`src/logic/sas_pkg.sv`:
```
// Constants shared by the converter sequencer and its bit-trial engine.
// Assumes a plain register port with byte-wide data and read data one cycle after the strobe.
package sas_pkg;
	localparam int          RES_BITS      = 10;
	localparam int          CHAN_BITS     = 4;
	// Register offsets
	localparam logic [3:0]  OFS_CTRL0     = 4'h0;
	localparam logic [3:0]  OFS_CTRL1     = 4'h1;
	localparam logic [3:0]  OFS_RES_HI    = 4'h2;
	localparam logic [3:0]  OFS_RES_LO    = 4'h3;
	localparam logic [3:0]  OFS_IRQ_STAT  = 4'h4;
	localparam logic [3:0]  OFS_IRQ_MASK  = 4'h5;
	// Control 0 fields
	localparam int          C0_ON         = 0;
	localparam int          C0_GO         = 1;
	localparam int          C0_CHAN_LO    = 2;
	// Control 1 fields
	localparam int          C1_VREF       = 0;
	localparam int          C1_CLK_LO     = 4;
	localparam int          CLK_SEL_BITS  = 3;
	// Status and mask fields
	localparam int          IRQ_DONE      = 0;
	// Reset values
	localparam logic [7:0]  CTRL0_RST     = 8'h00;
	localparam logic [7:0]  CTRL1_RST     = 8'h00;
	localparam logic [7:0]  MASK_RST      = 8'h00;
	// Conversion clock divider: bit period is 2 to the power (select + 1) system cycles
	localparam int          DIV_BITS      = 9;
	// Engine states
	typedef enum logic [1:0] {ST_IDLE, ST_SAMPLE, ST_TRIAL, ST_FINISH} sas_state_t;
endpackage

```
`src/logic/sas_sar_engine.sv`:
```
// Successive-approximation bit-trial engine: one trial per conversion clock tick.
// Assumes the comparator answer is valid in the tick after the trial code is driven.
`timescale 1ns/10ps
module sas_sar_engine
	import sas_pkg::*;
(
	// Clock and reset
	input  wire logic                clk,
	input  wire logic                reset,
	// Control
	input  wire logic                start,
	input  wire logic                tick,
	input  wire logic                comp_high,
	// Results
	output logic [RES_BITS-1:0]      trial,
	output logic                     hold,
	output logic                     done,
	output logic [RES_BITS-1:0]      result
);
	typedef struct packed {
		sas_state_t              st;
		logic [RES_BITS-1:0]     code;
		logic [RES_BITS-1:0]     mask;
		logic                    done;
	} sas_eng_t;

	sas_eng_t s_r;
	sas_eng_t s_nxt;

	// Next state: sample for one tick, then one trial per tick from the top bit down
	always_comb begin
		s_nxt = s_r;
		s_nxt.done = 1'b0;
		case (s_r.st)
			ST_IDLE: begin
				if (start) begin
					s_nxt.st = ST_SAMPLE;
				end
			end
			ST_SAMPLE: begin
				if (tick) begin
					s_nxt.st = ST_TRIAL;
					s_nxt.mask = {1'b1, {(RES_BITS-1){1'b0}}};
					s_nxt.code = {1'b1, {(RES_BITS-1){1'b0}}};
				end
			end
			ST_TRIAL: begin
				if (tick) begin
					// Keep the trial bit only when the input is at or above the trial level
					s_nxt.code = comp_high ? s_r.code : (s_r.code & ~s_r.mask);
					s_nxt.mask = s_r.mask >> 1;
					if (s_r.mask[0]) begin
						s_nxt.st = ST_FINISH;
					end else begin
						s_nxt.code = (comp_high ? s_r.code : (s_r.code & ~s_r.mask)) | (s_r.mask >> 1);
					end
				end
			end
			ST_FINISH: begin
				s_nxt.done = 1'b1;
				s_nxt.st = ST_IDLE;
			end
			default: begin
				s_nxt.st = ST_IDLE;
			end
		endcase
	end

	always_ff @(posedge clk) begin
		if (reset) begin
			s_r <= '0;
		end else begin
			s_r <= s_nxt;
		end
	end

	assign trial  = s_r.code;
	assign hold   = (s_r.st == ST_TRIAL);
	assign done   = s_r.done;
	assign result = s_r.code;
endmodule

```
`src/logic/sas_top.sv`:
```
// Converter sequencer: registers, conversion clock divider, start/done, result pair and interrupt.
// Assumes one clock, synchronous inputs, and an analog front end answering comparator trials.
//
// Chosen here: the plain strobed port and the address map.
`timescale 1ns/10ps
module sas_top
	import sas_pkg::*;
(
	// Clock and reset
	input  wire logic                  SYS_CLK,
	input  wire logic                  RESET,
	// Register port
	input  wire logic [3:0]            ADDR,
	input  wire logic [7:0]            WDATA,
	input  wire logic                  WR,
	input  wire logic                  RD,
	output logic [7:0]                 RDATA,
	// Analog front end
	output logic [CHAN_BITS-1:0]       CHAN_SEL,
	output logic                       VREF_EXT,
	output logic                       CONV_ON,
	output logic                       SAMPLE_HOLD,
	output logic [RES_BITS-1:0]        TRIAL_CODE,
	input  wire logic                  COMP_HIGH,
	// System
	output logic                       IRQ,
	output logic                       WAKE
);
	typedef struct packed {
		logic [7:0]              ctrl0;
		logic [7:0]              ctrl1;
		logic [RES_BITS-1:0]     res;
		logic                    stat;
		logic                    mask;
		logic [7:0]              rdata;
		logic [DIV_BITS-1:0]     div;
		logic                    tick;
		logic                    irq;
		logic                    wake;
		logic [CHAN_BITS-1:0]    chan;
		logic                    vref;
		logic                    on;
		logic                    hold;
		logic [RES_BITS-1:0]     trial;
	} sas_top_t;

	sas_top_t s_r;
	sas_top_t s_nxt;

	logic                  eng_start;
	logic                  eng_reset;
	logic                  eng_done;
	logic                  eng_hold;
	logic [RES_BITS-1:0]   eng_trial;
	logic [RES_BITS-1:0]   eng_result;
	logic                  wr_go;
	logic [DIV_BITS-1:0]   div_lim;

	// Go accepted only from a write that also sets the on bit, and only while idle
	assign wr_go = WR && (ADDR == OFS_CTRL0) && WDATA[C0_GO] && WDATA[C0_ON] && !s_r.ctrl0[C0_GO];
	assign eng_start = wr_go;
	// Switching off holds the engine in reset, so an abandoned conversion can never resume later
	assign eng_reset = RESET || !s_nxt.ctrl0[C0_ON];
	// Divider limit from the clock select field; wider selects give slower bit trials
	assign div_lim = DIV_BITS'((2 << s_r.ctrl1[C1_CLK_LO +: CLK_SEL_BITS]) - 1);

	sas_sar_engine u_eng (
		.clk       (SYS_CLK),
		.reset     (eng_reset),
		.start     (eng_start),
		.tick      (s_r.tick),
		.comp_high (COMP_HIGH),
		.trial     (eng_trial),
		.hold      (eng_hold),
		.done      (eng_done),
		.result    (eng_result)
	);

	// Register writes, conversion completion, interrupt and read mux
	always_comb begin
		s_nxt = s_r;
		s_nxt.tick = 1'b0;
		// Divider free-runs only while converting, so each conversion starts on a full period
		if (s_r.ctrl0[C0_GO] && !s_r.tick && (s_r.div >= div_lim)) begin
			s_nxt.div = '0;
			s_nxt.tick = 1'b1;
		end else if (s_r.ctrl0[C0_GO]) begin
			s_nxt.div = s_r.div + 1'b1;
		end else begin
			s_nxt.div = '0;
		end
		if (WR) begin
			case (ADDR)
				OFS_CTRL0: begin
					s_nxt.ctrl0 = WDATA;
					// Go cannot be cleared mid-conversion by writing it zero, nor set while off
					s_nxt.ctrl0[C0_GO] = s_r.ctrl0[C0_GO] | wr_go;
				end
				OFS_CTRL1: begin
					s_nxt.ctrl1 = WDATA;
				end
				OFS_IRQ_STAT: begin
					if (WDATA[IRQ_DONE]) begin
						s_nxt.stat = 1'b0;
					end
				end
				OFS_IRQ_MASK: begin
					s_nxt.mask = WDATA[IRQ_DONE];
				end
				default: begin
				end
			endcase
		end
		// Completion: result, flag and go bit all change together; set beats a same-cycle clear
		if (eng_done) begin
			s_nxt.res = eng_result;
			s_nxt.stat = 1'b1;
			s_nxt.ctrl0[C0_GO] = 1'b0;
		end
		// Turning the module off abandons any conversion: go drops and the engine is reset
		if (!s_nxt.ctrl0[C0_ON]) begin
			s_nxt.ctrl0[C0_GO] = 1'b0;
		end
		s_nxt.irq = s_nxt.stat & s_nxt.mask;
		// Wake needs no global enable; it follows the masked flag alone
		s_nxt.wake = s_nxt.stat & s_nxt.mask;
		s_nxt.chan = s_nxt.ctrl0[C0_CHAN_LO +: CHAN_BITS];
		s_nxt.vref = s_nxt.ctrl1[C1_VREF];
		s_nxt.on = s_nxt.ctrl0[C0_ON];
		s_nxt.hold = eng_hold;
		s_nxt.trial = eng_trial;
		s_nxt.rdata = 8'h00;
		if (RD) begin
			case (ADDR)
				OFS_CTRL0: s_nxt.rdata = s_r.ctrl0;
				OFS_CTRL1: s_nxt.rdata = s_r.ctrl1;
				OFS_RES_HI: s_nxt.rdata = {6'h00, s_r.res[RES_BITS-1:8]};
				OFS_RES_LO: s_nxt.rdata = s_r.res[7:0];
				OFS_IRQ_STAT: s_nxt.rdata = {7'h00, s_r.stat};
				OFS_IRQ_MASK: s_nxt.rdata = {7'h00, s_r.mask};
				default: s_nxt.rdata = 8'h00;
			endcase
		end
	end

	always_ff @(posedge SYS_CLK) begin
		if (RESET) begin
			s_r <= '0;
			s_r.ctrl0 <= CTRL0_RST;
			s_r.ctrl1 <= CTRL1_RST;
		end else begin
			s_r <= s_nxt;
		end
	end

	assign RDATA       = s_r.rdata;
	assign CHAN_SEL    = s_r.chan;
	assign VREF_EXT    = s_r.vref;
	assign CONV_ON     = s_r.on;
	assign SAMPLE_HOLD = s_r.hold;
	assign TRIAL_CODE  = s_r.trial;
	assign IRQ         = s_r.irq;
	assign WAKE        = s_r.wake;

	// Go set by a valid write reads back as one the next cycle
	property p_go_set;
		@(posedge SYS_CLK) disable iff (RESET) wr_go |=> s_r.ctrl0[C0_GO];
	endproperty
	a_go_set: assert property (p_go_set) else $error("go bit not set after start");

	// Done sets flag and clears go at once
	property p_done_flag;
		@(posedge SYS_CLK) disable iff (RESET) eng_done |=> (s_r.stat && !s_r.ctrl0[C0_GO]);
	endproperty
	a_done_flag: assert property (p_done_flag) else $error("flag or go wrong after done");

	// Go stays high until completion or power-off
	property p_go_hold;
		@(posedge SYS_CLK) disable iff (RESET)
			(s_r.ctrl0[C0_GO] && !eng_done && s_nxt.ctrl0[C0_ON]) |=> s_r.ctrl0[C0_GO];
	endproperty
	a_go_hold: assert property (p_go_hold) else $error("go dropped early");

	// Result captured on done
	property p_result;
		@(posedge SYS_CLK) disable iff (RESET) eng_done |=> (s_r.res == $past(eng_result));
	endproperty
	a_result: assert property (p_result) else $error("result not loaded");

	// Flag only falls by a software clear write
	property p_flag_sticky;
		@(posedge SYS_CLK) disable iff (RESET)
			(s_r.stat && !(WR && ADDR == OFS_IRQ_STAT && WDATA[IRQ_DONE])) |=> s_r.stat;
	endproperty
	a_flag_sticky: assert property (p_flag_sticky) else $error("flag lost");

	// Interrupt equals the masked flag, both registered together
	property p_irq;
		@(posedge SYS_CLK) disable iff (RESET) IRQ == (s_r.stat && s_r.mask);
	endproperty
	a_irq: assert property (p_irq) else $error("irq missing");

	// Wake tracks the interrupt, independent of any global enable
	property p_wake;
		@(posedge SYS_CLK) disable iff (RESET) WAKE == IRQ;
	endproperty
	a_wake: assert property (p_wake) else $error("wake differs from irq");

	// High result read shows the upper two bits with zeros above
	property p_res_hi;
		@(posedge SYS_CLK) disable iff (RESET)
			(RD && ADDR == OFS_RES_HI && !eng_done) |=> (RDATA == {6'h00, $past(s_r.res[9:8])});
	endproperty
	a_res_hi: assert property (p_res_hi) else $error("high result read wrong");

	// Channel output follows the select field
	property p_chan;
		@(posedge SYS_CLK) disable iff (RESET) CHAN_SEL == s_r.ctrl0[C0_CHAN_LO +: CHAN_BITS];
	endproperty
	a_chan: assert property (p_chan) else $error("channel output wrong");

	// Reference output follows its bit
	property p_vref;
		@(posedge SYS_CLK) disable iff (RESET) VREF_EXT == s_r.ctrl1[C1_VREF];
	endproperty
	a_vref: assert property (p_vref) else $error("reference output wrong");

	// Control 1 takes the written byte whole
	property p_ctrl1_wr;
		@(posedge SYS_CLK) disable iff (RESET) (WR && ADDR == OFS_CTRL1) |=> (s_r.ctrl1 == $past(WDATA));
	endproperty
	a_ctrl1_wr: assert property (p_ctrl1_wr) else $error("control 1 write lost");

	// Mask bit takes the written value
	property p_mask_wr;
		@(posedge SYS_CLK) disable iff (RESET) (WR && ADDR == OFS_IRQ_MASK) |=> (s_r.mask == $past(WDATA[IRQ_DONE]));
	endproperty
	a_mask_wr: assert property (p_mask_wr) else $error("mask write lost");

	// A one written to the flag clears it when no completion competes
	property p_flag_clear;
		@(posedge SYS_CLK) disable iff (RESET)
			(WR && ADDR == OFS_IRQ_STAT && WDATA[IRQ_DONE] && !eng_done) |=> !s_r.stat;
	endproperty
	a_flag_clear: assert property (p_flag_clear) else $error("flag not cleared");

	// The flag rises only on completion
	property p_flag_rise;
		@(posedge SYS_CLK) disable iff (RESET) (!s_r.stat && !eng_done) |=> !s_r.stat;
	endproperty
	a_flag_rise: assert property (p_flag_rise) else $error("flag set without completion");

	// A control write that switches off can never leave go set
	property p_go_off_refused;
		@(posedge SYS_CLK) disable iff (RESET) (WR && ADDR == OFS_CTRL0 && !WDATA[C0_ON]) |=> !s_r.ctrl0[C0_GO];
	endproperty
	a_go_off_refused: assert property (p_go_off_refused) else $error("go set while off");

	// Go rises only through an accepted start write
	property p_go_rise;
		@(posedge SYS_CLK) disable iff (RESET) (!s_r.ctrl0[C0_GO] && !wr_go) |=> !s_r.ctrl0[C0_GO];
	endproperty
	a_go_rise: assert property (p_go_rise) else $error("go rose without start");

	// Go is never seen with the module off
	property p_go_needs_on;
		@(posedge SYS_CLK) disable iff (RESET) s_r.ctrl0[C0_GO] |-> s_r.ctrl0[C0_ON];
	endproperty
	a_go_needs_on: assert property (p_go_needs_on) else $error("go while module off");

	// Bit-trial enable is a single-cycle pulse
	property p_tick_pulse;
		@(posedge SYS_CLK) disable iff (RESET) s_r.tick |=> !s_r.tick;
	endproperty
	a_tick_pulse: assert property (p_tick_pulse) else $error("tick longer than one cycle");

	// No bit trials are paced while idle
	property p_tick_idle;
		@(posedge SYS_CLK) disable iff (RESET) !s_r.ctrl0[C0_GO] |=> !s_r.tick;
	endproperty
	a_tick_idle: assert property (p_tick_idle) else $error("tick while idle");

	// Completion is reported as a single-cycle pulse
	property p_done_pulse;
		@(posedge SYS_CLK) disable iff (RESET) eng_done |=> !eng_done;
	endproperty
	a_done_pulse: assert property (p_done_pulse) else $error("done longer than one cycle");

	// Hold output is the engine's trial phase, one register later
	property p_hold_out;
		@(posedge SYS_CLK) disable iff (RESET) SAMPLE_HOLD == $past(eng_hold);
	endproperty
	a_hold_out: assert property (p_hold_out) else $error("hold output wrong");

	// Trial code output is the engine's code, one register later
	property p_trial_out;
		@(posedge SYS_CLK) disable iff (RESET) TRIAL_CODE == $past(eng_trial);
	endproperty
	a_trial_out: assert property (p_trial_out) else $error("trial output wrong");

	// Module-on output follows its bit
	property p_on_out;
		@(posedge SYS_CLK) disable iff (RESET) CONV_ON == s_r.ctrl0[C0_ON];
	endproperty
	a_on_out: assert property (p_on_out) else $error("module on output wrong");

	// Low result read shows the lower eight bits
	property p_res_lo;
		@(posedge SYS_CLK) disable iff (RESET)
			(RD && ADDR == OFS_RES_LO) |=> (RDATA == $past(s_r.res[7:0]));
	endproperty
	a_res_lo: assert property (p_res_lo) else $error("low result read wrong");

	// Polling control 0 shows the live go bit
	property p_go_read;
		@(posedge SYS_CLK) disable iff (RESET)
			(RD && ADDR == OFS_CTRL0) |=> (RDATA[C0_GO] == $past(s_r.ctrl0[C0_GO]));
	endproperty
	a_go_read: assert property (p_go_read) else $error("go read back wrong");

	// Status read shows the flag with zeros above
	property p_stat_read;
		@(posedge SYS_CLK) disable iff (RESET) (RD && ADDR == OFS_IRQ_STAT) |=> (RDATA == {7'h00, $past(s_r.stat)});
	endproperty
	a_stat_read: assert property (p_stat_read) else $error("status read wrong");

	// Read data stand for one cycle only, zero otherwise
	property p_rdata_idle;
		@(posedge SYS_CLK) disable iff (RESET) !RD |=> (RDATA == 8'h00);
	endproperty
	a_rdata_idle: assert property (p_rdata_idle) else $error("read data without read");

	// Trials only run while go reads one
	property p_hold_in_conv;
		@(posedge SYS_CLK) disable iff (RESET) eng_hold |-> s_r.ctrl0[C0_GO];
	endproperty
	a_hold_in_conv: assert property (p_hold_in_conv) else $error("trial without go");

	// The mask alone gates wake; nothing global is consulted
	property p_wake_off;
		@(posedge SYS_CLK) disable iff (RESET) !s_r.mask |-> !WAKE;
	endproperty
	a_wake_off: assert property (p_wake_off) else $error("wake while masked");
endmodule

```
`config.mk`:
```
export PLATFORM = sky130hd
export DESIGN_NAME = sas_top
export DESIGN_NICKNAME = d
export VERILOG_FILES = /design/src/logic/sas_pkg.sv /design/src/logic/sas_sar_engine.sv /design/src/logic/sas_top.sv
export SDC_FILE = /design/constraint.sdc
export NUM_CORES = 1
export LEC_CHECK = 0
export BUFFER_PORTS_ARGS = -buffer_cell sky130_fd_sc_hd__buf_2
export CORE_MARGIN = 2
export CORE_UTILIZATION = 43
export CTS_CLUSTER_DIAMETER = 30
export DETAILED_ROUTE_END_ITERATION = 16
export RECOVER_POWER = 50
export SETUP_SLACK_MARGIN = 0.15
export SYNTH_ARGS = -nofsm -noshare
export SYNTH_HDL_FRONTEND = slang
export SYNTH_HIERARCHICAL = 1
export SYNTH_SLANG_ARGS = --single-unit
```
`constraint.sdc`:
```
create_clock -name SYS_CLK -period 3.7 [get_ports SYS_CLK]
set_clock_uncertainty 0.1 [all_clocks]
set_input_delay 0.185 -clock SYS_CLK [delete_from_list [all_inputs] [get_ports SYS_CLK]]
set_output_delay 0.185 -clock SYS_CLK [all_outputs]
set_load 0.02 [all_outputs]
```
==> flow_summary.toml, run 1 <==
[outcome]
status = "finished with violations"
violations = "max-capacitance violations, max-slew violations"

[placed_design]
portBuffers = 43
gp_congestion = 0.7794
dp_cells = 506
dp.final_hpwl_microns = 5303

[synthesis]
yosysWarnings = 6
yosysTopAreaCell = "dfxtp_1"
synth_edf_count = 0
synth-main-ff-cell = "dfxtp_1"
synth_cell_types = 55
async_reset_ff_frac = 0
synth_nets = 451
netlist_area_sq_um = 3895
netlist.area_leader.share = 0.4163
synth-seq-cells = 81
synthCells = 419
synth-seq-area-share = 0.4163
avgSynthCellArea_sq_um = 9.296
ys_top_cells_by_area = "dfxtp_1 (42%), mux2i_1 (8.7%), buf_4 (8.3%), nor2_1 (5.1%), ha_1 (4.8%)"

[clock_tree]
clockRootBuffer = "clkbuf_8"
cts_resized = 0
clk_latency_ns = 0.36
cts_max_path_buffers = 2
clk_pin_slew_ns = 0.09
cts_tree = "yes"
cts_buffers = 9
cts.sinks = 81
htreeDepth = 3

[power]
total_power_mw = 1.681
power_leakage_nw = 1.492
combPwrFrac = 0.036
swShare = 0.2314
seq_power_share = 0.521
p_clk_frac = 0.443
p_sw_mw = 0.3890
ir_drop_mv = 0.2496
intPower_mw = 1.292
power_density_nw_per_um2 = 410.9

[layout]
area_growth_pct = 5.043
layout-drive-gt1-share = 0.09976
utilization = 0.4669
nets = 448
final_cell_count_no_fill = 529
diodes = 0

[timing]
relSlewSlack = -0.2107
rsz0062_at_grt = "no"
finalHoldViolations = 0
min_period_ns = 2.858
timing.final.max_slew_violations = 42
worstMarginPinSlew_ns = 1.816
fin_crit_sh = 0.7725
finalSetupTns_ns = 0
setup_viol = 0
hold_ws_ns = 0.007577
fmax_mhz = 349.9

[worst_setup_path]
start_kind = "flip-flop"
worst-setup-path-type = "flip-flop to flip-flop"
cp.arrival_ns = 2.98
critPathRequiredTime_ns = 3.82
path_max_fanout = 9
endpoint_kind = "flip-flop"

[hold_path]
holdCritPathClass = "primary input to flip-flop"

[route]
vias = 2732
viasPerCell = 5.164
drt-met1-wl_microns = 3667
antenna_left = 0
highest_layer = "met4"
drtIter0Drc = 97
wl_microns = 7480
route.detailed.drc = 0
drt_first_pass_iters = 4
wl_met2_microns = 3421
post_drt_wl_per_cell_microns = 14.14
wl_met3_microns = 266

[global_route]
grt_overflow = 0
grt_max_degree = 42
antenna_found_initial = 0
grt_pass1_wl_microns = 12210
grt_pass1_vias = 2519
grtUsageTotal = 0.1555

[die]
core_sq_um = 8763
io-pin-count = 44
initial_core_util = 0.4445
die_y_microns = 99.18
die_area_sq_um = 9836
die_w_microns = 99.18
fp-row-count = 34

[run]
cap_violations = 1
-- power groups by stage --
stage / clock (mW) / sequential (mW) / combinational, mW
floorplan: 0 / 0.895 / 0.0377
global placement: 0 / 0.896 / 0.0547
detailed placement: 0 / 0.896 / 0.0557
CTS: 0.764 / 0.875 / 0.0616
global route: 0.809 / 0.876 / 0.0668
finish: 0.745 / 0.875 / 0.0608
-- synth_stat cells (all sizes together) (2+ instances only) --
master / instances
nor2b: 17
ha: 15
o211ai: 2
mux2i: 34
a21o: 2
buf: 51
nor2: 53
o2111ai: 2
nand4: 2
nand3: 15
xor2: 7
inv: 10
a21oi: 26
nand2b: 9
xnor2: 2
o21ai: 3
nand2: 16
a2bb2oi: 8
clkbuf: 15
mux4: 2
nor3: 13
or3: 2
dfxtp: 81
a22oi: 7
-- metal layers --
| layer | track usage | vias to the layer above |
|---|---|---|
| li1 | - | 1395 |
| met1 | 0.2102 | 1284 |
| met2 | 0.2412 | 42 |
| met3 | 0.04076 | 11 |
| met4 | 0.05479 | 0 |
| met5 | 0 | - |
-- through the flow --
step	area, sq um	setup slack, ns
floorplan	3895	0.9936
global placement	3825	1.014
detailed placement	3825	0.8952
CTS	4126	0.8668
global route	4091	0.6598
finish	4091	0.8417
-- final cells by class --
| type | count | area, sq um |
|---|---|---|
| clock buffers | 9 | 123.9 |
| clock inverters | 7 | 107.6 |
| well taps | 108 | 135.1 |
| repair buffers | 52 | 265.3 |
| flip-flops and latches | 81 | 1622 |
| inverters | 11 | 41.29 |
| multi-input cells | 261 | 1797 |
| fillers | 853 | 4672 |
-- path summary, 6_finish.rpt --
check / start / end / slack [ns] / cells after the start
setup reg to reg: s_r[53]$_SDFFE_PP0P_ / s_r[25]$_SDFF_PP0_ / 0.84 / 10
hold reg to reg: u_eng/s_r[6]$_SDFFE_PP0P_ / u_eng/s_r[6]$_SDFFE_PP0P_ / 0.40 / 2
hold / removal: WDATA[1] / s_r[50]$_SDFFE_PP0P_ / 0.008 / 3
setup / recovery: s_r[53]$_SDFFE_PP0P_ / s_r[25]$_SDFF_PP0_ / 0.84 / 10
-- placed cells by master (no fill, tap or decap), types with 9 or more instances in the layout --
master	n
nand3_1	14
clkbuf_1	28
dfxtp_1	81
a21oi_1	26
nor3_1	13
nand2_1	16
nor2_1	53
clkbuf_8	9
inv_1	10
nor2b_1	17
nand2b_1	9
mux2i_1	34
ha_1	15
buf_2	15
-- registers in the layout, indices dropped and copies added (netlist names) --
register and count:
RDATA 8, SAMPLE_HOLD 1, TRIAL_CODE 10, WAKE 1, s_r 38, u_eng/done 1
u_eng/result 10, u_eng/s_r 12
-- cell families after synthesis --
kind of cell	synth area share
and+or+nand+nor	0.1757
buffers and inverters	0.1224
DFF	0.4163
xor gates and xnor gates	0.02024
muxes	0.09894
AOI/OAI and AO/OA	0.1172
other	0.0009628
adders and majority gates	0.04819
-- worst max-delay path: stages (launching register included) --
cell and delay, ns:
dfxtp_1 0.40, or3_1 0.43, ha_1 0.28, xor2_1 0.17, nor2_1 0.11, a21oi_1 0.06
ha_1 0.29, nand2_1 0.06, o311a_1 0.32, o21ai_1 0.38, nor3_1 0.11
-- what timing repair did --
item                                   CTS  global route
hold buffers                             7             0
endpoints found under the hold margin   13             0
buffers inserted                         0             0
Power figures use the tool's default switching activity.
==> inputs of run 2 (changes only) <==
clock period = 2.8 ns   (was 3.7 ns; I/O delays follow)
==> flow_summary.toml, run 2 (synthesis results as in run 1) <==
[outcome]
status = "finished, final reports clean"

[timing]
hold_ws_ns = 0.02220
fin_crit_sh = 0.8928
rsz0062_at_grt = "no"
min_period_ns = 2.500
setup_viol = 0
relSlewSlack = 0.5181
timing.final.max_slew_violations = 0
finalHoldViolations = 0
finalSetupTns_ns = 0
worstMarginPinSlew_ns = 0.7227
fmax_mhz = 400.0

[power]
power_leakage_nw = 1.506
ir_drop_mv = 0.2029
power_density_nw_per_um2 = 517.1

[die]
die_w_microns = 99.18
io-pin-count = 44
initial_core_util = 0.4445
die_area_sq_um = 9836
die_y_microns = 99.18
core_sq_um = 8763
fp-row-count = 34

[worst_setup_path]
cp.arrival_ns = 2.62
r2r_setup_slack_ns = 0.30
start_kind = "flip-flop"
max_stage_delay_ns = 0.40
path_max_fanout = 9
path_buf_inv = 0
crit_chain = "or3_1 > ha_2 > xor2_1 > nor2_1 > a21oi_1 > ha_1 > nand2_1 > o311a_1 > o21ai_4 > nor3_1"
critPathRequiredTime_ns = 2.92
endpoint_kind = "flip-flop"
critPathSlowestCell = "or3_1"
critPathTopFamily = "simple AND/OR/NAND/NOR gates"
worst-setup-path-type = "flip-flop to flip-flop"

[layout]
fill_cells = 858
seq_area_sq_um = 1622
diodes = 0
top_regs = "s_r (38), u_eng/s_r (12)"
regMostFlops = "s_r"
layout_common_cells = "dfxtp_1 (81), nor2_1 (53), mux2i_1 (34)"
largest_reg_flops = 38
layout-drive-gt1-share = 0.1127
nets = 453
multi_input_area_sq_um = 1828
area_growth_pct = 6.135
final_common_cell = "dfxtp_1"

[global_route]
grt_pass1_vias = 2516
grtUsageTotal = 0.1531
antenna_found_initial = 0
grt_max_degree = 41
grt_pass1_wl_microns = 12310
grt_overflow = 0

[route]
post_drt_wl_per_cell_microns = 14.17
drt_first_pass_iters = 4
route.detailed.drc = 0
drtIter0Drc = 99
wl_microns = 7569
vias = 2719
antenna_left = 0
viasPerCell = 5.092

[clock_tree]
htreeDepth = 3
cts_tree = "yes"
clk_pin_slew_ns = 0.09
clockRootBuffer = "clkbuf_8"
cts.sinks = 81
clk_latency_ns = 0.34
cts_setup_buffers = 0
cts_max_path_buffers = 2
cts_buffers = 9

[hold_path]
holdCritPathClass = "primary input to flip-flop"

[placed_design]
dp.final_hpwl_microns = 5292
gp_congestion = 0.7962
portBuffers = 43

[run]
cap_violations = 0
## run 2: cell count changes in the layout (fill, tap and decap cells not counted), sizes merged
cell and delta:
buf +2, dlygate4sd3 +2, inv +1, bufinv -1
o2111a +1
## run 2: final cells by class
| class | count | share of cell area |
|---|---|---|
| multi-input combinational | 262 | 0.4422 |
| clock inverter | 7 | 0.02028 |
| sequential | 81 | 0.3923 |
| inverter | 11 | 0.009988 |
| clock buffer | 9 | 0.02996 |
| timing repair buffer | 56 | 0.07264 |
| tap | 108 | 0.03269 |
## run 2: worst min-delay path, cell delays in order
cell and delay, ns:
buf_2 0.14, nand3_1 0.07, a21oi_1 0.06
## run 2: power by group
group | switching [mW] | internal [mW]
Combinational | 0.0481 | 0.0357
Sequential | 0.00232 | 1.15
Clock | 0.466 | 0.431
## run 2: per-stage QoR
stage / util / worst slack (ns) / instances / power, mW / cell area (sq um)
after detailed placement: 0.4386 / 0.1446 / 508 / 1.258 / 3844
after global routing: 0.4717 / 0.1579 / 534 / 2.222 / 4134
after CTS: 0.4727 / 0.2151 / 533 / 2.164 / 4143
final: 0.4717 / 0.3001 / 534 / 2.138 / 4134
after global placement: 0.4386 / 0.2145 / 508 / 1.257 / 3844
after floorplan: - / 0.1980 / 419 / 1.232 / 3900
## run 2: path summary, 6_finish.rpt
path,from,end,cells after the start
worst max-delay path,s_r[54]$_SDFFE_PP0P_,s_r[24]$_SDFF_PP0_,10
worst min-delay path,WDATA[0],s_r[37]$_SDFF_PP0_,3
worst max register to register,s_r[54]$_SDFFE_PP0P_,s_r[24]$_SDFF_PP0_,10
worst min register to register,u_eng/s_r[3]$_SDFFE_PP0P_,u_eng/s_r[3]$_SDFFE_PP0P_,2
## run 2: what timing repair did
| action | CTS | global route |
|---|---|---|
| resized for setup | 1 | 3 |
| cloned | 0 | 1 |
| hold endpoints to repair | 15 | 0 |
| pin swaps | 0 | 1 |
| hold buffers | 9 | 0 |
| endpoints found under the setup margin | 8 | 9 |
## run 2: routing by layer
| layer | wire length [microns] | vias to the layer above | track usage |
|---|---|---|---|
| met5 | 0 | - | 0 |
| met4 | 35 | 0 | 0.05374 |
| met3 | 240 | 2 | 0.02319 |
| met2 | 3604 | 41 | 0.2479 |
| met1 | 3689 | 1271 | 0.2092 |
| li1 | - | 1405 | - |
==> inputs of run 3 (changes only) <==
GPL_ROUTABILITY_DRIVEN = 0   (was unset)
SYNTH_HIERARCHICAL = unset   (was 1)
==> flow_summary.toml, run 3 <==
[outcome]
status = "finished, final reports clean"

[global_route]
antenna_found_initial = 0
met2_usage = 0.2617
grt_max_degree = 40
grt_pass1_wl_microns = 12140
grtUsageTotal = 0.1741
grt_overflow = 0
use_met3 = 0.03320
grt.met1_usage = 0.2400
busiest_layer = "met2"
grt_pass1_vias = 2499

[timing]
finalHoldViolations = 0
min_period_ns = 2.352
rsz0062_at_grt = "no"
fmax_mhz = 425.2
relSlewSlack = 0.06695
finalSetupTns_ns = 0
worstMarginPinSlew_ns = 1.400
setup_viol = 0
timing.final.max_slew_violations = 0
fin_crit_sh = 0.8400

[die]
die_area_sq_um = 9080
fp-row-count = 33
initial_core_util = 0.4405
die_y_microns = 95.29
core_sq_um = 8134
die_w_microns = 95.29
io-pin-count = 44

[synthesis]
yosysWarnings = 0
ys_top_cells_by_area = "dfxtp_1 (45%), a21oi_1 (7.0%), nand2_1 (5.1%), mux2i_1 (5.0%), ha_1 (4.9%)"
synth-seq-area-share = 0.4525
synth_edf_count = 0
ys_top_cells_by_count = "dfxtp_1 (81), a21oi_1 (50), nand2_1 (49), nor2_1 (31), nand3_1 (25)"
synth-seq-cells = 81
synthCells = 409
avgSynthCellArea_sq_um = 8.761
netlist_area_sq_um = 3583
synth.most_common_cell = "dfxtp_1"
synth_cell_types = 43
yosysTopAreaCell = "dfxtp_1"
synth-main-ff-cell = "dfxtp_1"
async_reset_ff_frac = 0
synth_nets = 440
netlist.area_leader.share = 0.4525

[worst_setup_path]
cp.arrival_ns = 2.48
start_kind = "flip-flop"
endpoint_kind = "flip-flop"
worst-setup-path-type = "flip-flop to flip-flop"
critPathRequiredTime_ns = 2.93
path_max_fanout = 17

[layout]
largest_reg_flops = 38
top_regs = "s_r (38), u_eng.s_r (12)"
utilization = 0.4885
final_common_cell = "dfxtp_1"
diodes = 0
regMostFlops = "s_r"
layout-drive-gt1-share = 0.09633
layout_common_cells = "dfxtp_1 (81), a21oi_1 (50), nand2_1 (49)"
nets = 462
area_growth_pct = 10.89

[route]
post_drt_wl_per_cell_microns = 13.71
wl_microns = 7419
drtIter0Drc = 170
drt_first_pass_iters = 4
viasPerCell = 5.133
antenna_left = 0
vias = 2777
route.detailed.drc = 0

[power]
power_leakage_nw = 1.398
ir_drop_mv = 0.2049
power_density_nw_per_um2 = 558.5

[run]
cap_violations = 0

[hold_path]
holdCritPathClass = "primary input to flip-flop"

[placed_design]
dp.final_hpwl_microns = 5081
portBuffers = 43

[clock_tree]
cts_buffers = 9
clk_latency_ns = 0.35
cts_max_path_buffers = 2
cts_tree = "yes"
clockRootBuffer = "clkbuf_8"
cts.sinks = 81
cts_setup_buffers = 0
htreeDepth = 3
clk_pin_slew_ns = 0.09
==> run 3: changes by cell type in the layout (fill, tap and decap cells not counted), sizes merged, moves of 9 or more <==
| cell | change |
|---|---|
| nand2 | +33 |
| a21oi | +24 |
| nor2 | -22 |
| mux2i | -16 |
| nand3 | +10 |
| o21ai | +10 |
| nand2b | -9 |
==> run 3: kinds of logic (layout without fill, tap and decap cells) <==
logic type,after synthesis,in the layout,synth area share
and+or+nand+nor,148,148,0.1976
other,1,1,0.001046
AOI/OAI and AO/OA,84,84,0.1355
DFF,81,81,0.4525
muxes,21,21,0.06285
adders and majority gates,14,14,0.04888
xor gates and xnor gates,7,7,0.01711
buffers and inverters,53,80,0.08450
==> run 3: layout make-up <==
type | count | area, sq um
clock buffer | 9 | 123.9
inverter | 8 | 30.03
clock inverter | 7 | 107.6
fill | 774 | 4160
sequential | 81 | 1622
tap | 105 | 131.4
multi-input combinational | 275 | 1659
timing repair buffer | 56 | 300.3
==> run 3: worst max-delay path: stages (launching register included) <==
cell	delay (ns)
dfxtp_1	0.35
inv_1	0.11
ha_1	0.50
o21ai_0	0.17
buf_4	0.20
nor2_1	0.51
a21bo_2	0.23
a21oi_1	0.06
==> run 3: through the flow <==
stage	instances	cell area (sq um)	total power [mW]	setup slack [ns]	hold slack, ns
2_1_floorplan	409	3583	1.223	0.8863	0.1760
3_3_place_gp	516	3687	1.248	0.5280	0.2991
4_1_cts	541	4009	2.237	0.4399	0.03782
5_1_grt	541	3974	2.299	0.3090	0.05284
3_5_place_dp	516	3687	1.249	0.4524	0.3017
6_report	541	3974	2.219	0.4480	0.06406
==> run 3: power breakdown <==
part           total, mW  internal (mW)  switching (mW)
Clock              0.988          0.521           0.467
Combinational     0.0756         0.0300          0.0455
Sequential          1.16           1.15         0.00259
==> run 3: routing by layer <==
metal,share of wire,routed length [microns],vias to the layer above
met5,0,0,-
met4,0.018,136,0
met3,0.036,267,13
met2,0.44,3257,59
met1,0.51,3757,1285
li1,-,-,1420
==> run 3: path summary, 6_finish.rpt <==
path | cells past startpoint | endpoint | slack [ns] | startpoint
worst max-delay path | 7 | u_eng.result[9]$_SDFFE_PP0P_ | 0.45 | u_eng.s_r[21]$_SDFFE_PP0P_
worst min-delay path | 4 | s_r[19]$_SDFF_PP0_ | 0.06 | RESET
worst max register to register | 7 | u_eng.result[9]$_SDFFE_PP0P_ | 0.45 | u_eng.s_r[21]$_SDFFE_PP0P_
worst min register to register | 2 | s_r[52]$_SDFFE_PP0P_ | 0.36 | s_r[52]$_SDFFE_PP0P_
==> run 3: what timing repair did <==
action / CTS / global route
gates resized for setup: 0 / 0
endpoints found under the hold margin: 15 / 0
hold buffers: 9 / 0
